`src/port_ctl_defs.vh`:
```
`ifndef PORT_CTL_DEFS_VH
`define PORT_CTL_DEFS_VH

// word address of the control register (byte address 0x0, index 0)
`define CTL_ADDR          4'h0
// word address of the status register
`define STAT_ADDR         4'h1
`define ADDR_W            4

// field positions in the control word
`define DEBUG_MODE_BIT    8
`define DBG_REQ_BIT       9
`define LINK_NOTIFY_BIT   14
`define PARITY_IRQ_BIT    15
`define LIMIT_LO          16
`define LIMIT_HI          23

// reset values
`define RESET_LIMIT       8'h00
`define RESET_COUNT       8'h00
// retry counter step and saturation value
`define RETRY_STEP        8'h01
`define RETRY_MAX         8'hFF
`define ZERO_WORD         32'h0000_0000

// status register bits
`define STAT_PENDING_BIT  0
`define STAT_LOG_ERR_BIT  1
`define STAT_CNT_LO       8
`define STAT_CNT_HI       15

`endif

```
`src/retry_run_counter.v`:
```
`include "port_ctl_defs.vh"

// counts an unbroken run of retries; fires once when the limit is reached
module retry_run_counter (
  input  wire       core_clk_in,
  input  wire       reset_n_in,
  input  wire [7:0] limit_in,
  input  wire       retry_in,
  input  wire       accept_in,
  output wire [7:0] count_out,
  output wire       reached_out
);

  reg  [7:0] count_q;
  reg  [7:0] count_d;
  wire       enabled;
  wire       saturated;

  assign enabled   = (limit_in != `RESET_LIMIT);
  assign saturated = (count_q == `RETRY_MAX);

  always @*
  begin
    count_d = count_q;
    if (accept_in || !enabled)
      count_d = `RESET_COUNT; // RULE_08
    else if (retry_in && !saturated)
      count_d = count_q + `RETRY_STEP; // RULE_06
  end

  always @(posedge core_clk_in or negedge reset_n_in)
  begin
    if (!reset_n_in)
      count_q <= `RESET_COUNT;
    else
      count_q <= count_d;
  end

  // fires only on the step onto the limit, so a long run reports once
  assign reached_out = enabled && (count_d == limit_in) && (count_q != limit_in); // RULE_07
  assign count_out   = count_q;

endmodule // retry_run_counter

```
`src/port_debug_notify_retry_ctl.v`:
```
// Notes on behaviour
// [RULE_01] debug mode unlocks capture writes, generator
// [RULE_02] request bit sends one packet, self-clears
// [RULE_03] writing request while pending does nothing
// [RULE_04] notify enable gates interrupt and port-write
// [RULE_05] parity enable gates lookup parity interrupt
// [RULE_06] retry run reaching limit: port-write, log error
// [RULE_07] limit zero disables retry reporting
// [RULE_08] accepted packet resets retry run counter
`include "port_ctl_defs.vh"

module port_debug_notify_retry_ctl (
  input  wire        core_clk_in,
  input  wire        reset_n_in,
  input  wire [3:0]  avs_address_in,
  input  wire        avs_read_in,
  input  wire        avs_write_in,
  input  wire [31:0] avs_writedata_in,
  input  wire [3:0]  avs_byteenable_in,
  output reg  [31:0] avs_readdata_out,
  output wire        avs_waitrequest_out,
  input  wire        debug_packet_sent_in,
  input  wire        link_init_notify_event_in,
  input  wire        lookup_parity_error_in,
  input  wire        retry_received_in,
  input  wire        packet_accepted_in,
  input  wire        log_err_clear_in,
  output wire        capture_write_enable_out,
  output wire        debug_generator_enable_out,
  output reg         debug_packet_start_out,
  output reg         link_init_irq_out,
  output reg         link_init_port_write_out,
  output reg         lookup_parity_irq_out,
  output reg         retry_port_write_out,
  output wire        log_err_out
);

  reg        debug_mode_q;
  reg        debug_packet_request_q;
  reg        link_init_notify_enable_q;
  reg        lookup_parity_irq_enable_q;
  reg  [7:0] consecutive_retry_limit_q;
  reg        log_err_q;
  reg        ack_q;
  wire [7:0] retry_count;
  wire       retry_reached;
  wire       access;
  wire       wr_ctl;
  wire       set_request;
  reg  [31:0] rd_d;

  // one wait cycle per access: answer on the second edge
  assign access              = avs_read_in || avs_write_in;
  assign avs_waitrequest_out = access && !ack_q;
  assign wr_ctl = avs_write_in && ack_q && (avs_address_in == `CTL_ADDR);

  always @(posedge core_clk_in or negedge reset_n_in)
  begin
    if (!reset_n_in)
      ack_q <= 1'b0;
    else
      ack_q <= access && !ack_q;
  end

  assign capture_write_enable_out   = debug_mode_q; // RULE_01
  assign debug_generator_enable_out = debug_mode_q; // RULE_01

  // request honoured only in debug mode and only when idle
  assign set_request = wr_ctl && avs_byteenable_in[1] && avs_writedata_in[`DBG_REQ_BIT]
                       && debug_mode_q && !debug_packet_request_q; // RULE_03

  always @(posedge core_clk_in or negedge reset_n_in)
  begin
    if (!reset_n_in)
    begin
      debug_mode_q               <= 1'b0;
      link_init_notify_enable_q  <= 1'b0;
      lookup_parity_irq_enable_q <= 1'b0;
      consecutive_retry_limit_q  <= `RESET_LIMIT;
    end
    else if (wr_ctl)
    begin
      if (avs_byteenable_in[1])
      begin
        debug_mode_q               <= avs_writedata_in[`DEBUG_MODE_BIT];
        link_init_notify_enable_q  <= avs_writedata_in[`LINK_NOTIFY_BIT];
        lookup_parity_irq_enable_q <= avs_writedata_in[`PARITY_IRQ_BIT];
      end
      if (avs_byteenable_in[2])
        consecutive_retry_limit_q <= avs_writedata_in[`LIMIT_HI:`LIMIT_LO];
    end
  end

  always @(posedge core_clk_in or negedge reset_n_in)
  begin
    if (!reset_n_in)
    begin
      debug_packet_request_q <= 1'b0;
      debug_packet_start_out <= 1'b0;
    end
    else
    begin
      debug_packet_start_out <= set_request; // RULE_02
      if (set_request)
        debug_packet_request_q <= 1'b1; // RULE_02
      else if (debug_packet_sent_in)
        debug_packet_request_q <= 1'b0; // RULE_02
    end
  end

  retry_run_counter retry_run_counter_i (
    .core_clk_in (core_clk_in),
    .reset_n_in  (reset_n_in),
    .limit_in    (consecutive_retry_limit_q),
    .retry_in    (retry_received_in),
    .accept_in   (packet_accepted_in),
    .count_out   (retry_count),
    .reached_out (retry_reached)
  );

  // events are registered pulses; log_err_q is a level held until log_err_clear_in
  always @(posedge core_clk_in or negedge reset_n_in)
  begin
    if (!reset_n_in)
    begin
      link_init_irq_out        <= 1'b0;
      link_init_port_write_out <= 1'b0;
      lookup_parity_irq_out    <= 1'b0;
      retry_port_write_out     <= 1'b0;
      log_err_q                <= 1'b0;
    end
    else
    begin
      link_init_irq_out        <= link_init_notify_event_in && link_init_notify_enable_q; // RULE_04
      link_init_port_write_out <= link_init_notify_event_in && link_init_notify_enable_q; // RULE_04
      lookup_parity_irq_out    <= lookup_parity_error_in && lookup_parity_irq_enable_q; // RULE_05
      retry_port_write_out     <= retry_reached; // RULE_06
      // set wins over clear
      if (retry_reached)
        log_err_q <= 1'b1; // RULE_06
      else if (log_err_clear_in)
        log_err_q <= 1'b0;
    end
  end
  assign log_err_out = log_err_q;

  always @*
  begin
    rd_d = `ZERO_WORD;
    if (avs_address_in == `CTL_ADDR)
    begin
      rd_d[`DEBUG_MODE_BIT]        = debug_mode_q;
      rd_d[`DBG_REQ_BIT]           = debug_packet_request_q;
      rd_d[`LINK_NOTIFY_BIT]       = link_init_notify_enable_q;
      rd_d[`PARITY_IRQ_BIT]        = lookup_parity_irq_enable_q;
      rd_d[`LIMIT_HI:`LIMIT_LO]    = consecutive_retry_limit_q;
    end
    else if (avs_address_in == `STAT_ADDR)
    begin
      rd_d[`STAT_PENDING_BIT]      = debug_packet_request_q;
      rd_d[`STAT_LOG_ERR_BIT]      = log_err_q;
      rd_d[`STAT_CNT_HI:`STAT_CNT_LO] = retry_count;
    end
  end

  always @(posedge core_clk_in or negedge reset_n_in)
  begin
    if (!reset_n_in)
      avs_readdata_out <= `ZERO_WORD;
    else if (avs_read_in && !ack_q)
      avs_readdata_out <= rd_d;
  end

endmodule // port_debug_notify_retry_ctl

```
`config.mk`:
```
export PLATFORM = sky130hd
export DESIGN_NAME = port_debug_notify_retry_ctl
export DESIGN_NICKNAME = d
export VERILOG_FILES = /design/src/retry_run_counter.v /design/src/port_debug_notify_retry_ctl.v
export VERILOG_INCLUDE_DIRS = /design/src /design/src/src
export SDC_FILE = /design/constraint.sdc
export NUM_CORES = 1
export LEC_CHECK = 0
export BUFFER_PORTS_ARGS = -buffer_cell sky130_fd_sc_hd__buf_2
export CAP_MARGIN = 5
export CORE_UTILIZATION = 48
export CTS_CLUSTER_DIAMETER = 200
export CTS_CLUSTER_SIZE = 24
export DETAILED_ROUTE_END_ITERATION = 16
export PLACE_DENSITY_LB_ADDON = 0.05
export SLEW_MARGIN = 20
export SYNTH_ARGS = -nofsm -noshare
export SYNTH_HDL_FRONTEND = slang
export SYNTH_SLANG_ARGS = --single-unit
export TNS_END_PERCENT = 10
```
`constraint.sdc`:
```
create_clock -name core_clk_in -period 2.2 [get_ports core_clk_in]
set_input_delay 0.11 -clock core_clk_in [delete_from_list [all_inputs] [get_ports core_clk_in]]
set_output_delay 0.11 -clock core_clk_in [all_outputs]
set_load 0.05 [all_outputs]
```
**Word-level counts from Yosys, hierarchy flattened**

Index checks and enable logic that the tools add are counted.

- $add $sub $neg: 1
- Equal/unequal tests: 4
- Multiplexer cells: 13
- Reduce and logical (&&, ||, !) cells: 25

Operators with widths:

| operator | number |
|---|---|
| $mux W8 | 4 |
| $logic_and A1 B1 Y1 | 13 |
| $add A8 B1 Y8 const B | 1 |
| $eq A8 B8 Y1 | 1 |
| $eq A8 B8 Y1 const B | 1 |
| $mux W2 | 4 |
| $ne A8 B8 Y1 | 1 |
| $reduce_bool A8 Y1 | 1 |
| $eq A4 B1 Y1 const B | 1 |
| $logic_not A1 Y1 | 4 |
| $logic_not A4 Y1 | 1 |
| $mux W1 | 4 |
| $mux W4 | 1 |
| $reduce_and A2 Y1 | 2 |
| $reduce_bool A2 Y1 | 2 |
| $logic_or A1 B1 Y1 | 2 |

- Register bits after elaboration: 44
- Input bits: 50
- Output and inout bits: 41
- Word-level logic and storage cells: 56

**Depth between registers and ports, before layout**

- Word-level depth: 9
- Gate-level depth with buffers: 8
- Gate-level depth less buffers: 7

**Modules after synthesis**

Synthesis repeated with hierarchy kept, for this count alone.

- Cells, all modules: 209
- Area, all modules: 2372.3 µm²

By module, submodules not included:

| module | instances | cells each | area an instance (µm²) | sequential area each (µm²) |
|---|---|---|---|---|
| port_debug_notify_retry_ctl | 1 | 114 | 1537.7 | 900.9 |
| retry_run_counter | 1 | 95 | 834.6 | 200.2 |

**Worst setup path before layout**

No wires, ideal clock.

- Path type: register to register
- Start: register retry_run_counter_i.count_q[0], in the netlist retry_run_counter_i.count_out[0]
- End: register log_err_q, in the netlist log_err_out
- Setup time: 0.095 ns
- Arrival time: 1.905 ns
- Data required time: 2.105 ns
- Slack: 0.200 ns
- Cell stages (with the launch flop): 8
- Buffers on the path: 0
- Period minus slack after synthesis: 2.000 ns
- Path through: dfrtp_1 -> ha_1 -> inv_1 -> o211a_1 -> or2_1 -> a2111o_1 -> o311a_1 -> o32ai_2

- Longest elaborated chain between the ends: 9
- Elaborated cells between the ends (all ways): 12
- Those cells by class: 1 x add/sub; 3 x eq/ne; 3 x mux; 5 x reduce/logical

RTL lines:

| element | RTL line | RTL |
|---|---|---|
| start: declaration | retry_run_counter.v:14 | `reg [7:0] count_q;` |
| start signal: assignment | retry_run_counter.v:34 | `` count_q <= `RESET_COUNT; `` |
| start signal: assignment | retry_run_counter.v:36 | `count_q <= count_d;` |
| parallel branches: the longest is 7 deep, another holds $add A8 B1 Y8 | - |  |
| $logic_and A1 B1 Y1 * | retry_run_counter.v:40 | `assign reached_out = enabled && (count_d == limit_in) && (count_q != limit_in);` |
| $mux W1 / $reduce_bool A2 Y1 (equally long branches) | - |  |
| end signal: assignment | port_debug_notify_retry_ctl.v:130 | `log_err_q <= 1'b0;` |
| end signal: assignment | port_debug_notify_retry_ctl.v:140 | `log_err_q <= 1'b1;` |
| end signal: assignment | port_debug_notify_retry_ctl.v:142 | `log_err_q <= 1'b0;` |
| end: declaration | port_debug_notify_retry_ctl.v:43 | `reg log_err_q;` |

Mark *: on every way between the ends.
A chain may end at the register's enable or synchronous reset.

**Worst setup path after layout**

Ends and elaborated chain as after synthesis.

==> reports/results.ini <==
[logic_synthesis]
syn_inst = 233
synthArstFlopShare = 1.00
synth_top_flop_cell = dfrtp_1
ys_top_cells_by_count = 44 x dfrtp_1, 37 x nand2_1, 21 x o21ai_0, 17 x buf_4, 11 x mux2_2
yosys-top-cells-area = dfrtp_1 48%, nand2_1 6.0%, buf_4 5.5%
yosysUniqueCellTypes = 43
ys_seq_area_frac = 0.476
netlist.area_leader.share = 0.476
yosysMostFrequentCell = dfrtp_1
avgSynthCellArea_um2 = 9.92
ys_ff_latch = 44
yosys.area.top_type = dfrtp_1
synth_area_mm2 = 0.00231
yosysWarnings = 0
synth_edf_count = 0

[detailed_routing]
wl_per_cell_um = 13.5
drc = 4
ant_nets = 0
first_pass_iters = 11
vias = 1833
wl_um = 4810
via_per_inst = 5.16
drt_iter0_markers = 121

[global_route]
grt.overflow.total = 0
met3_usage = 0.0549
grt_pass1_vias = 1786
antenna_found_initial = 0
grt_use_total = 0.212
grt_use_met1 = 0.278
grt_pass1_wl_um = 8340
grt_use_met2 = 0.345
grt.busiest_layer = met2
grt_max_degree = 45

[timing]
finalSetupTns_ps = 0
fin_crit_sh = 0.941
worstMarginPinSlew_ps = 543
hold_viol = 0
relSlewSlack = 0.638
slew_viol_final = 0
setup_violations = 0
rsz0062_at_grt = no
worst_slack_ps = 131
skew_ps = 2.55
max_freq_mhz = 483
post-route-min-period_ps = 2070

[floorplanning]
die_h_um = 71.4
start_util = 0.513
pin_count = 91
die_area_mm2 = 0.00510
rows = 24
dieWidth_um = 71.4
coreArea_mm2 = 0.00450

[place]
dp_slack_ps = 78.5
placed_cells = 346
hpwl_um = 3580
gp_congestion = 0.888
numPortBuffers = 54

[worst_setup_path]
start_kind = register
crit_arrival_ps = 2270
critPathMaxFanout = 5
crit_type = reg -> reg
critPathCaptureType = register
required_ps = 2400

[layout]
layout-drive-gt1-share = 0.353
layout.nets = 354
stdcell_count = 355
antenna_cells = 0
area_delta_synth_final_pct = 24.3

[clock_tree]
clock_latency_ps = 290
clk_pin_slew_ps = 80
cts_max_level = 2
clk_path_buf_depth = 2
postCtsSetupRepairBufs = 0
cts.sinks = 44
cts_made_buffers = 5
cts_root_buffer = clkbuf_8
cts_tree = yes

[run_status]
status = finished, violations left
violations = design-rule violations

[run]
maxCapViolations = 0

[pwr]
p_leak_nw = 1.40
ir_drop_uv = 500
power_density_mw_per_mm2 = 774

[worst_hold_path]
hold_class = in -> reg

-- where the power goes --
group	switching [mW]	internal (mW)
Combinational	0.380	0.221
Sequential	0.0429	0.865
Clock	0.268	0.447
-- critical path, stage by stage (launching register included) --
cell and delay (ps):
dfrtp_1 400, buf_4 160, and4_1 240, o211a_1 170
or2_1 260, a2111o_1 400, o311a_1 130, o32ai_2 200
-- metal layers --
layer / part of all wire / vias up / wire (µm)
met1: 0.47 / 850 / 2280
li1: - / 920 / -
met2: 0.47 / 59 / 2250
met3: 0.046 / 4 / 222
met4: 0.012 / 0 / 56
met5: 0 / - / 0
-- layout by cell type (no fill, tap or decap), drive strengths merged, types with 6 or more instances in the layout --
master  netlist  final
buf          22     76
nand4         6      6
mux2         11     11
dfrtp        44     44
o21ai        21     21
xnor2        10     10
nand2        37     37
nor3          7      7
conb          1     14
nor2          9      9
-- final timing paths --
path	start	end	slack, ps	cells past startpoint
min in group asynchronous	reset_n_in	link_init_port_write_out	420	3
setup / recovery	retry_run_counter_i.count_out[0]	log_err_out	130	7
setup reg to reg	retry_run_counter_i.count_out[0]	log_err_out	130	7
hold / removal	lookup_parity_error_in	lookup_parity_irq_out	20	2
max in group asynchronous	reset_n_in	retry_run_counter_i.count_out[1]	1410	3
hold reg to reg	avs_readdata_out[13]	avs_readdata_out[13]	480	2
-- per-stage QoR --
stage	hold slack [ps]	utilization	area (µm²)	power (mW)
6_report	22.1	0.638	2870	2.22
5_1_grt	26.1	0.638	2870	2.33
4_1_cts	16.5	0.633	2850	2.24
3_5_place_dp	220	0.600	2700	1.52
3_3_place_gp	229	0.600	2700	1.52
2_1_floorplan	-186	-	2360	1.34
-- flip-flops by register name, indices dropped and copies added (netlist names) --
signal	cells
debug_packet_request_q	1
link_init_port_write_out	1
debug_packet_start_out	1
ack_q	1
capture_write_enable_out	1
link_init_notify_enable_q	1
log_err_out	1
consecutive_retry_limit_q	8
retry_port_write_out	1
retry_run_counter_i.count_out	8
avs_readdata_out	18
lookup_parity_irq_out	1
lookup_parity_irq_enable_q	1
-- cells by family after synthesis --
group           after synthesis  synth area share
simple gates                 85             0.201
flops                        44             0.476
compound gates               43             0.119
buf+inv                      33            0.0839
mux                          15            0.0709
xor+xnor                     11            0.0417
fa+ha+maj                     1           0.00541
other cells                   1           0.00162
-- layout make-up --
| type | instances | area, µm² |
|---|---|---|
| fill | 414 | 1630 |
| sequential | 44 | 1100 |
| multi-input combinational | 169 | 1090 |
| timing repair buffer | 78 | 468 |
| clock buffer | 5 | 68.8 |
| tap | 52 | 65.1 |
| clock inverter | 2 | 60.1 |
| inverter | 5 | 18.8 |
-- timing repair --
item / CTS / global route
setup endpoints to repair: 0 / 2
resized for setup: 0 / 4
endpoints found under the hold margin: 45 / 0
hold buffers: 2 / 0
Note: power is estimated with default switching activity, not from simulation.
